<file path="src/verilog/rsac_cfg.svh">
// constants for the gain-lock and synthesizer table configuration block
`ifndef RSAC_CFG_SVH
`define RSAC_CFG_SVH
// register indices
`define RSAC_ADDR_TABLE_CFG  4'h0
`define RSAC_ADDR_TUNE_A     4'h1
`define RSAC_ADDR_STATUS     4'h2
// field positions inside the table configuration register
`define RSAC_GAIN_HI         7
`define RSAC_GAIN_LO         6
`define RSAC_SRC_HI          5
`define RSAC_SRC_LO          4
`define RSAC_TUNEB_HI        3
`define RSAC_TUNEB_LO        0
// tune-a field sits in bits 7:2 of its register
`define RSAC_TUNEA_HI        7
`define RSAC_TUNEA_LO        2
// reset values
`define RSAC_RST_TABLE_CFG   8'h00
`define RSAC_RST_TUNE_A      6'h00
// custom transmit table window in packet RAM
`define RSAC_TX_TABLE_FIRST  8'h10
`define RSAC_TX_TABLE_LAST   8'h18
`endif

</file>
<file path="src/verilog/rsac_pkg.sv">
// types for the gain-lock and synthesizer table configuration block
package rsac_pkg;
  typedef enum logic [1:0] {
    RSAC_GAIN_FREE   = 2'h0,
    RSAC_GAIN_MANUAL = 2'h1,
    RSAC_GAIN_HOLD   = 2'h2,
    RSAC_GAIN_SYNC   = 2'h3
  } rsac_gain_mode_t;

  typedef enum logic [1:0] {
    RSAC_SRC_ROM     = 2'h0,
    RSAC_SRC_RX_CUST = 2'h1,
    RSAC_SRC_TX_CUST = 2'h2,
    RSAC_SRC_BOTH    = 2'h3
  } rsac_table_src_t;

  typedef struct packed {
    rsac_gain_mode_t gain_lock_select;
    rsac_table_src_t loop_table_source;
    logic [3:0]      rx_loop_tune_b;
  } rsac_table_cfg_t;

  typedef struct packed {
    logic       custom_table;
    logic       narrow_band;
    logic [5:0] tune_a;
    logic [3:0] tune_b;
  } rsac_loop_sel_t;
endpackage : rsac_pkg

</file>
<file path="src/verilog/rsac_config.sv">
// gain-lock and synthesizer loop-table configuration register bank
//
// Summary of operation
// - gain lock field: 0 free, 1 manual, 2 hold, 3 lock on sync word
// - sync-word gain lock acts only while preamble match setting is zero
// - rom choice: narrow band in receive, rate/modulation based in transmit
// - source 0: rom tables for both transmit and receive on state entry
// - source 1: custom receive table from tune fields, rom transmit table
// - source 3: custom receive and custom transmit tables
// - source 1 or 3: tune field b trims receive loop bandwidth
`include "rsac_cfg.svh"
`timescale 1ns/10ps
`default_nettype none

module rsac_config #(
  parameter int ADDR_W = 4
) (
  input  wire logic              i_clk_sys,
  input  wire logic              i_sys_rst,
  input  wire logic [ADDR_W-1:0] i_addr,
  input  wire logic [7:0]        i_wdata,
  input  wire logic              i_wr,
  input  wire logic              i_rd,
  output logic      [7:0]        o_rdata,
  input  wire logic              i_preamble_match_zero,
  input  wire logic              i_enter_tx,
  input  wire logic              i_enter_rx,
  input  wire logic              i_sync_word_det,
  output logic      [1:0]        o_gain_mode,
  output logic                   o_gain_frozen,
  output logic                   o_gain_manual,
  output logic                   o_rx_custom,
  output logic                   o_tx_custom,
  output logic      [7:0]        o_tx_table_base,
  output logic      [7:0]        o_tx_table_last,
  output rsac_pkg::rsac_loop_sel_t o_loop_sel,
  output logic                   o_loop_load
);

  // ==========================================================
  // registers
  rsac_pkg::rsac_table_cfg_t cfg;
  logic [5:0]                tune_a;
  logic                      sync_locked;
  logic                      in_tx;

  function automatic logic rx_custom_of(input rsac_pkg::rsac_table_src_t s);
    rx_custom_of = (s == rsac_pkg::RSAC_SRC_RX_CUST) || (s == rsac_pkg::RSAC_SRC_BOTH);
  endfunction : rx_custom_of

  function automatic logic tx_custom_of(input rsac_pkg::rsac_table_src_t s);
    tx_custom_of = (s == rsac_pkg::RSAC_SRC_TX_CUST) || (s == rsac_pkg::RSAC_SRC_BOTH);
  endfunction : tx_custom_of

  always_ff @(posedge i_clk_sys) begin
    if (i_sys_rst) begin
      cfg <= `RSAC_RST_TABLE_CFG;
    end else if (i_wr && i_addr == `RSAC_ADDR_TABLE_CFG) begin
      cfg <= i_wdata;
    end
  end

  always_ff @(posedge i_clk_sys) begin
    if (i_sys_rst) begin
      tune_a <= `RSAC_RST_TUNE_A;
    end else if (i_wr && i_addr == `RSAC_ADDR_TUNE_A) begin
      tune_a <= i_wdata[`RSAC_TUNEA_HI:`RSAC_TUNEA_LO];
    end
  end

  // ==========================================================
  // bus read, data one cycle after the strobe; unmapped reads zero
  always_ff @(posedge i_clk_sys) begin
    if (i_sys_rst) begin
      o_rdata <= 8'h00;
    end else if (i_rd) begin
      case (i_addr)
        `RSAC_ADDR_TABLE_CFG: o_rdata <= cfg;
        `RSAC_ADDR_TUNE_A:    o_rdata <= {tune_a, 2'h0};
        `RSAC_ADDR_STATUS:    o_rdata <= {4'h0, in_tx, sync_locked, o_gain_frozen, o_gain_manual};
        default:              o_rdata <= 8'h00;
      endcase
    end else begin
      o_rdata <= 8'h00;
    end
  end

  // ==========================================================
  // gain lock
  // lock clears on receive entry unless a sync word is detected in the same cycle, so each packet relocks
  always_ff @(posedge i_clk_sys) begin
    if (i_sys_rst) begin
      sync_locked <= 1'b0;
    end else if (cfg.gain_lock_select != rsac_pkg::RSAC_GAIN_SYNC || !i_preamble_match_zero) begin
      sync_locked <= 1'b0;
    end else if (i_sync_word_det) begin
      sync_locked <= 1'b1;
    end else if (i_enter_rx) begin
      sync_locked <= 1'b0;
    end
  end

  always_comb begin
    o_gain_mode   = cfg.gain_lock_select;
    o_gain_manual = 1'b0;
    o_gain_frozen = 1'b0;
    case (cfg.gain_lock_select)
      rsac_pkg::RSAC_GAIN_FREE:   o_gain_frozen = 1'b0;
      rsac_pkg::RSAC_GAIN_MANUAL: o_gain_manual = 1'b1;
      rsac_pkg::RSAC_GAIN_HOLD:   o_gain_frozen = 1'b1;
      rsac_pkg::RSAC_GAIN_SYNC:   o_gain_frozen = sync_locked;
      default:                    o_gain_frozen = 1'b0;
    endcase
  end

  // ==========================================================
  // loop table selection, latched on each transmit or receive entry
  assign o_rx_custom     = rx_custom_of(cfg.loop_table_source);
  assign o_tx_custom     = tx_custom_of(cfg.loop_table_source);
  assign o_tx_table_base = `RSAC_TX_TABLE_FIRST;
  assign o_tx_table_last = `RSAC_TX_TABLE_LAST;

  always_ff @(posedge i_clk_sys) begin
    if (i_sys_rst) begin
      in_tx <= 1'b0;
    end else if (i_enter_tx) begin
      in_tx <= 1'b1;
    end else if (i_enter_rx) begin
      in_tx <= 1'b0;
    end
  end

  always_ff @(posedge i_clk_sys) begin
    if (i_sys_rst) begin
      o_loop_sel  <= '0;
      o_loop_load <= 1'b0;
    end else begin
      o_loop_load <= i_enter_tx || i_enter_rx;
      if (i_enter_tx) begin
        // transmit: custom table from packet ram, else rom by rate/modulation
        o_loop_sel.custom_table <= tx_custom_of(cfg.loop_table_source);
        o_loop_sel.narrow_band  <= 1'b0;
        o_loop_sel.tune_a       <= 6'h00;
        o_loop_sel.tune_b       <= 4'h0;
      end else if (i_enter_rx) begin
        o_loop_sel.custom_table <= rx_custom_of(cfg.loop_table_source);
        o_loop_sel.narrow_band  <= !rx_custom_of(cfg.loop_table_source);
        // tune fields only reach the loop in custom receive modes
        o_loop_sel.tune_a       <= rx_custom_of(cfg.loop_table_source) ? tune_a : 6'h00;
        o_loop_sel.tune_b       <= rx_custom_of(cfg.loop_table_source) ? cfg.rx_loop_tune_b : 4'h0;
      end
    end
  end

endmodule : rsac_config

`default_nettype wire

</file>
<file path="config.mk">
export PLATFORM = sky130hd
export DESIGN_NAME = rsac_config
export DESIGN_NICKNAME = d
export VERILOG_FILES = /design/src/verilog/rsac_pkg.sv /design/src/verilog/rsac_config.sv
export VERILOG_INCLUDE_DIRS = /design/src /design/src/verilog
export SDC_FILE = /design/constraint.sdc
export NUM_CORES = 1
export LEC_CHECK = 0
export ABC_AREA = 1
export BUFFER_PORTS_ARGS = -buffer_cell sky130_fd_sc_hd__buf_2
export CELL_PAD_IN_SITES_DETAIL_PLACEMENT = 1
export CELL_PAD_IN_SITES_GLOBAL_PLACEMENT = 1
export CORE_MARGIN = 2
export CORE_UTILIZATION = 36
export DETAILED_ROUTE_END_ITERATION = 6
export GPL_ROUTABILITY_DRIVEN = 0
export MAX_ROUTING_LAYER = met4
export PLACE_DENSITY = 0.81
export SETUP_SLACK_MARGIN = 0.05
export SLEW_MARGIN = 20
export SYNTH_ARGS = -nofsm -noshare
export SYNTH_HDL_FRONTEND = slang
export SYNTH_SLANG_ARGS = --single-unit
export TNS_END_PERCENT = 100
</file>
<file path="constraint.sdc">
create_clock -name i_clk_sys -period 1.7 [get_ports i_clk_sys]
set_clock_uncertainty 0.15 [all_clocks]
set_input_delay 0.17 -clock i_clk_sys [delete_from_list [all_inputs] [get_ports i_clk_sys]]
set_output_delay 0.17 -clock i_clk_sys [all_outputs]
set_load 0.03 [all_outputs]
</file>
# --- After elaboration in Yosys (flattened, before gate mapping) ---
# Index checks and enable logic that the tools add are counted.
totals:
  reg_bits: 37
  in_bits: 20
  out_inout_bits: 43
  word_cells: 46
op_classes:
  n_eq_ne: 9
  n_mux: 10
  n_bitwise: 1
  reduce_logical: 14
ops:
  columns: ["operator", "count"]
  rows:
  - ["12-bit two-way mux", 2]
  - ["8-bit case mux with 3 select lines", 1]
  - ["2-bit equality test (second input constant)", 4]
  - ["6-bit two-way mux", 1]
  - ["2-bit OR reduction", 3]
  - ["2-bit by 1-bit equality test with 1-bit output (second input constant)", 2]
  - ["4-bit by 1-bit equality test with 1-bit output (second input constant)", 1]
  - ["4-bit by 2-bit equality test with 1-bit output (second input constant)", 1]
  - ["4-bit logical NOT", 1]
  - ["1-bit logical OR", 4]
  - ["1-bit two-way mux", 4]
  - ["4-bit two-way mux", 1]
  - ["2-bit nonzero test", 2]
  - ["1-bit logical AND", 2]
  - ["1-bit logical NOT", 2]
  - ["2-bit != test (second input constant)", 1]
  - ["1-bit case mux with 2 select lines", 1]
  - ["1-bit NOT", 1]

# --- Longest topological paths before layout ---
# Gate-level depths: netlist of the first run.
logic_depth:
  ltp_word: 5
  mapped_depth: 6
  depth_no_buf: 6

# --- Least setup slack after synthesis of the first run ---
# No wires, ideal clock.
synth_path:
  path_type: "register -> register"
  start: "register cfg (netlist bit o_gain_mode[0])"
  end: "register o_rdata[0]"
  setup_time_ps: 70
  arrival_ps: 1127
  t_required_ps: 1480
  setup_slack_ps: 353
  path_stages_with_launch: 5
  path_buffers: 0
  synth_period_minus_slack_ps: 1347
  cell_sequence: "dfxtp_1 -> inv_1 -> nor2_1 -> nand3_1 -> a21oi_1"
synth_between:
  elab_chain_len: 3
synth_lines:
  columns: ["item", "line", "rtl"]
  rows:
  - ["from (decl)", "rsac_config.sv:42", "rsac_pkg::rsac_table_cfg_t cfg;"]
  - ["from (signal assigned)", "rsac_config.sv:57", "cfg <= `RSAC_RST_TABLE_CFG;"]
  - ["from (signal assigned)", "rsac_config.sv:59", "cfg <= i_wdata;"]
  - ["2-bit by 1-bit equality test with 1-bit output", "rsac_config.sv:107", "case (cfg.gain_lock_select)"]
  - ["1-bit two-way mux", "rsac_config.sv:107", null]
  - ["via o_gain_manual", "rsac_config.sv:31", "output logic o_gain_manual,"]
  - ["8-bit case mux with 3 select lines", "rsac_config.sv:77", "case (i_addr)"]
  - ["to (signal assigned)", "rsac_config.sv:78", "`RSAC_ADDR_TABLE_CFG: o_rdata <= cfg;"]
  - ["to (signal assigned)", "rsac_config.sv:79", "`RSAC_ADDR_TUNE_A: o_rdata <= {tune_a, 2'h0};"]
  - ["to (signal assigned)", "rsac_config.sv:80", "`RSAC_ADDR_STATUS: o_rdata <= {4'h0, in_tx, sync_locked, o_gain_frozen, o_gain_manual};"]
  - ["to (decl)", "rsac_config.sv:24", "output logic [7:0] o_rdata,"]
# The timed path passes the listed nets, and every way through them passes these cells.
# A chain may end at the register's enable or synchronous reset.

# --- Final worst setup path of the first run ---
layout_path:
  start: "register cfg[4] (netlist name)"
  end: "output o_rx_custom"
layout_between:
  elab_chain_len: 2
  elab_cells_between_ends: 3
  cone_classes: "eq/ne (2); reduce/logical (1)"
layout_lines:
  columns: ["item", "line", "rtl"]
  rows:
  - ["2-bit by 1-bit equality test with 1-bit output or 2-bit equality test (tied branches)", "rsac_config.sv:48", "rx_custom_of = (s == rsac_pkg::RSAC_SRC_RX_CUST) || (s == rsac_pkg::RSAC_SRC_BOTH);"]
  - ["1-bit logical OR (*)", "rsac_config.sv:48", null]
  - ["to (decl)", "rsac_config.sv:32", "output logic o_rx_custom,"]
# Mark *: on every way between the ends. The rest lies on a longest branch, timed or not.

==> results.cfg, run 1 <==
[place]
dp_cells = 292
portBuffers = 46
dp.final_hpwl_mm = 3.07

[timing]
fin_tns_setup_ns = 0
max_freq_ghz = 0.648
hold_ws_ns = 0.0161
relSlewSlack_pct = 66.1
finalSetupViolCount = 0
fin_crit_sh_pct = 90.8
fin_crit_ns = 1.54
rsz0062_at_grt = no
drv_slew = 0
hold_violations = 0
tightest_slew_ns = 0.508

[layout]
drive_gt1_share_pct = 25.2
instances_no_fill = 302
nets = 270
syn2layout_area_growth_pct = 17.5
diodes = 0
nFillCells = 567

[grt]
antenna_found_initial = 0
grt_use_total_pct = 18.1
grt_start_max_net_pins = 17
grt_pass1_wl_mm = 7.07
overflow = 0
grt_pass1_vias = 1491

[floorplan]
num_rows = 24
ioPinCount = 63
die_w_um = 71.3
coreArea_um2 = 4350
initial_core_util_pct = 37.4
dieArea_um2 = 5080
die_y_um = 71.3

[critical_path]
worstSetupEndpoint = o_rx_custom
critPathKind = reg -> out
r2r_end = o_rdata[4]
path_buf_inv = 1
cp-end-kind = primary output
startpoint = cfg[4]
reg2reg_depth = 2
arrival_ns = 1.22
worst_ep_required_time_ns = 1.38
cp.depth = 1
rr_startpoint = cfg[4]
cp_max_fo = 14
cp_cell_sequence = buf_2
startpoint_type = register
crit_family = flip-flops
r2r_slack_ns = 0.48
cpPeakStageDelay_ns = 0.64
slowest_stage = dfxtp_1

[cts]
cts.sinks = 37
numCtsBuffers = 5
clkSlewWorstSetupHoldPaths_ns = 0.07
htreeDepth = 2
cts-root-buf = clkbuf_8
insertion_delay_ns = 0.28
clk_path_buf_depth = 2
cts_tree = done
cts_setup_buffers = 0

[pwr]
power.density_nw_per_um2 = 886
peakVddDrop_uv = 356
finalPower_mw = 1.70
power_leakage_nw = 0.831

[drt]
drtIter0Drc = 112
vias_per_cell = 5.09
wl_mm = 4.34
drc_errors = 0
avgRoutedWirePerCell_um = 14.4
drtAntennaViolNets = 0
drtPass1Iterations = 5
vias = 1536

[synth]
synth_area_leaders = dfxtp_1, a21oi_1, nand3_1
ys_seq_area_share_pct = 45.5
syn_avg_cell_area_um2 = 7.87
ys_ff_latch = 37
synth_top_area_share_pct = 45.5
synthesis.instances = 207
synth_area_leader_cell = dfxtp_1
yosysWarnings = 0
ys_types = 20
netlist_area_um2 = 1630

[outcome]
status = finished clean

[job]
maxCapViolCount = 0

[min_path]
worstHoldPathType = in -> reg
worst min path at each step:
stage	depth (start not counted)	slack, ns	end	start
after floorplan	2	0.15	o_gain_mode[0]	i_wdata[6]
after global placement	3	0.27	o_gain_mode[1]	i_wdata[7]
after detailed placement	3	0.28	o_gain_mode[0]	i_wdata[6]
after CTS	3	0.007	cfg[1]	i_wdata[1]
after global routing	3	0.04	tune_a[0]	i_wdata[2]
final	3	0.02	cfg[1]	i_wdata[1]
area by class of cell:
class                      count  area (um^2)  share of cell area [%]
clock buffer                   7         86.3                    4.51
inverter                      11         41.3                    2.16
multi-input combinational    141          683                    35.7
sequential                    37          741                    38.7
tap                           52         65.1                    3.40
timing repair buffer          54          298                    15.6
where the power goes:
group | leakage [nW] | internal (mW) | switching (mW)
Sequential | 0.299 | 0.877 | 0.00846
Combinational | 0.487 | 0.0468 | 0.146
Clock | 0.0443 | 0.322 | 0.297
Total | 0.831 | 1.25 | 0.452
kinds of logic (layout without fill, tap and decap cells):
group,after synthesis,after routing,share of synthesized area (%)
buffers and inverters,43,72,15.8
other,2,16,0.461
AOI/OAI and AO/OA,35,35,10.8
DFF,37,37,45.5
and+or+nand+nor,90,90,27.4
routing by layer:
layer	share of wire (%)	track usage, %
met5	0	-
met4	1.7	6.29
met3	4.9	3.09
met2	48	28.9
met1	45	23.3
sequential cells by signal, summed over array words and instances (netlist names):
signal       cells
in_tx            1
cfg              6
o_rdata          8
o_loop_load      1
o_loop_sel      12
sync_locked      1
o_gain_mode      2
tune_a           6
synthesized netlist by cell type, drive strengths merged:
| cell type | n |
|---|---|
| nor3 | 1 |
| nand3 | 32 |
| nor2 | 10 |
| inv | 11 |
| nand2 | 34 |
| buf | 29 |
| conb | 2 |
| a21oi | 32 |
| a31oi | 1 |
| clkbuf | 3 |
| nand4 | 13 |
| o21ai | 2 |
| dfxtp | 37 |
cells in the final DEF, fill, tap and decap left out:
| master | instances |
|---|---|
| conb_1 | 16 |
| inv_2 | 2 |
| buf_2 | 46 |
| inv_1 | 9 |
| buf_4 | 5 |
| nand3_1 | 31 |
| nor2_1 | 7 |
| nor3_1 | 1 |
| nand2_1 | 34 |
| dfxtp_1 | 37 |
| a21oi_1 | 32 |
| o21ai_0 | 2 |
| dlygate4sd3_1 | 3 |
| nand4_1 | 13 |
| nor2_4 | 3 |
| nand3_4 | 1 |
| clkbuf_1 | 1 |
| a31oi_1 | 1 |
| clkbuf_8 | 6 |
stage by stage:
stage          cell area (um^2)  util [%]  setup WS, ns
2_1_floorplan              1680         -         0.353
3_3_place_gp               1800      41.3         0.434
3_5_place_dp               1800      41.3         0.391
4_1_cts                    1910      44.0         0.182
5_1_grt                    1910      44.0         0.111
6_report                   1910      44.0         0.156
repair_timing:
item                       in CTS  in global routing
hold endpoints to repair        3                  0
setup endpoints to repair       0                  0
hold buffers                    3                  0
resized for setup               0                  0
(Power assumes the default switching activity.)
==> run 2: changes to the inputs <==
--- a/config.mk
+++ b/config.mk
@@ -11,11 +11,11 @@
 export CELL_PAD_IN_SITES_DETAIL_PLACEMENT = 1
 export CELL_PAD_IN_SITES_GLOBAL_PLACEMENT = 1
 export CORE_MARGIN = 2
-export CORE_UTILIZATION = 36
+export CORE_UTILIZATION = 34
 export DETAILED_ROUTE_END_ITERATION = 6
 export GPL_ROUTABILITY_DRIVEN = 0
 export MAX_ROUTING_LAYER = met4
-export PLACE_DENSITY = 0.81
+export PLACE_DENSITY = 0.77
 export SETUP_SLACK_MARGIN = 0.05
 export SLEW_MARGIN = 20
 export SYNTH_ARGS = -nofsm -noshare
==> constraint.sdc (replaced) <==
create_clock -name i_clk_sys -period 1.5 [get_ports i_clk_sys]
set_clock_uncertainty 0.15 [all_clocks]
set_input_delay 0.15 -clock i_clk_sys [delete_from_list [all_inputs] [get_ports i_clk_sys]]
set_output_delay 0.15 -clock i_clk_sys [all_outputs]
set_load 0.03 [all_outputs]
==> run 2 against run 1 <==
  * Final cell count increased by 3.3%
  * Hold slack got worse by 0.0066 ns
  * Sequential share of layout area decreased by 2.0 points
  * Wire length increased by 0.21%
  * Worst setup slack got worse by 0.044 ns
  * Count of clock-buffer cells in the layout decreased by 1
  * Power increased by 27%
  * Sequential power increased by 13%
  * Core utilization decreased by 0.56 points
  * Critical path depth increased by 2
  * Via count decreased by 0.46%
  * Register-to-register slack got worse by 0.06 ns
  * Largest power group unchanged
==> results.cfg, run 2 (same netlist as run 1, synthesis figures left out) <==
[cts]
cts_setup_buffers = 0
htreeDepth = 2
numCtsBuffers = 5
cts_tree = done
clk_path_buf_depth = 2
insertion_delay_ns = 0.29
cts.sinks = 37
clkSlewWorstSetupHoldPaths_ns = 0.08
cts-root-buf = clkbuf_8

[grt]
antenna_found_initial = 0
grt_start_max_net_pins = 16
grt_pass1_wl_mm = 7.09
grt_use_total_pct = 17.6
grt_pass1_vias = 1445
overflow = 0

[pwr]
power.density_nw_per_um2 = 1060
p_int_mw = 1.60
seqPwrFrac_pct = 46.7
power_leakage_nw = 0.876
combPwrFrac_pct = 10.8
switching_share_pct = 25.6
clkPwrFrac_pct = 42.5
finalPower_mw = 2.15
p_switching_mw = 0.549
peakVddDrop_uv = 406

[min_path]
worstHoldPathCells = 3
min_to = cfg[4]
worstHoldStart = i_wdata[4]
worstHoldPathType = in -> reg

[critical_path]
r2r_slack_ns = 0.42
worst_ep_required_time_ns = 1.20
path_buf_inv = 2
critPathKind = reg -> out
reg2reg_depth = 3
startpoint_type = register
cp-end-kind = primary output
arrival_ns = 1.09
slowest_stage = dfxtp_2
cp_cell_sequence = inv_1, a21oi_1, buf_2
crit_family = flip-flops
r2r_end = o_loop_sel[2]
rr_startpoint = cfg[4]
cpPeakStageDelay_ns = 0.39
cp_max_fo = 6

[timing]
finalSetupViolCount = 0
fin_crit_sh_pct = 92.5
fin_tns_setup_ns = 0
max_freq_ghz = 0.720
fin_crit_ns = 1.39
hold_violations = 0
drv_slew = 0
rsz0062_at_grt = yes

[floorplan]
initial_core_util_pct = 35.0
dieArea_um2 = 5360
die_y_um = 73.2
num_rows = 25
die_w_um = 73.2
coreArea_um2 = 4660
ioPinCount = 63

[place]
dp.final_hpwl_mm = 3.13
portBuffers = 46
detailed_place.area_um2 = 1810

[outcome]
status = finished clean

[layout]
seq_area_um2 = 743
final_common_cell = buf_2
nets = 277
final_cell_mix = buf_2, dfxtp_1, nand2_1
drive_gt1_share_pct = 26.4
regMostFlops = o_loop_sel
nFillCells = 586
reg_top3 = o_loop_sel x12, o_rdata x8
largest_register_ffs = 12
multi_input_area_um2 = 683
syn2layout_area_growth_pct = 24.2
diodes = 0
finish.instance_area_um2 = 2020

[drt]
drc_errors = 0
drtIter0Drc = 94
vias = 1529
drtPass1Iterations = 6
avgRoutedWirePerCell_um = 13.9
drtAntennaViolNets = 0
vias_per_cell = 4.90
wl_mm = 4.35

[job]
maxCapViolCount = 0
[run 2: cell types whose count changed in the layout (fill, tap and decap cells not counted), sizes merged]
cell         delta
dlygate4sd3     +6
buf             +1
bufinv          +1
clkbuf          -1
clkinvlp        +1
[run 2: area by class of cell]
class | count | share of cell area, %
clock buffers | 6 | 4.08
repair buffers | 61 | 18.2
well taps | 54 | 3.34
clock inverters | 2 | 1.86
flip-flops and latches | 37 | 36.7
inverters | 11 | 2.04
multi-input cells | 141 | 33.8
[run 2: metal layers]
layer	GRT usage [%]	routed length (um)	vias up
met4	4.53	53	0
li1	-	-	760
met5	-	0	-
met1	22.1	1900	729
met3	3.59	174	4
met2	28.7	2220	36
[run 2: tightest hold or removal path: cells and delay by family]
family,cells,cell delay (ns)
buffers and inverters,1,0.11
AND/OR/NAND/NOR,1,0.09
AO/OA/AOI/OAI,1,0.06
[run 2: worst max path at each step]
stage / from / end / cells after the start
global placement: i_addr[3] / tune_a[3] / 5
global route: o_gain_mode[1] / o_gain_frozen / 3
CTS: o_gain_mode[1] / o_gain_frozen / 3
detailed placement: i_addr[3] / tune_a[3] / 5
floorplan: o_gain_mode[0] / o_rdata[0] / 4
finish: o_gain_mode[1] / o_gain_frozen / 3
[run 2: through the flow]
stage	util, %	setup slack (ns)	hold WS, ns	instances
global route	43.4	0.0498	0.0220	312
CTS	43.3	0.0659	0.00697	312
global placement	38.8	0.238	0.267	295
detailed placement	38.8	0.233	0.272	295
floorplan	-	0.153	0.135	221
finish	43.4	0.112	0.00944	312
[run 2: what timing repair did]
action / 4_1_cts / 5_1_grt
gates resized for setup: 1 / 3
hold buffers: 9 / 0
setup endpoints to repair: 1 / 2
hold endpoints to repair: 7 / 0
[run 2: power groups by stage]
| stage | Combinational (mW) | Sequential, mW | Clock [mW] |
|---|---|---|---|
| 2_1_floorplan | 0.175 | 1.03 | 0 |
| 3_3_place_gp | 0.210 | 1.03 | 0 |
| 3_5_place_dp | 0.211 | 1.03 | 0 |
| 4_1_cts | 0.229 | 1.00 | 0.931 |
| 5_1_grt | 0.252 | 1.00 | 0.973 |
| 6_report | 0.232 | 1.00 | 0.912 |
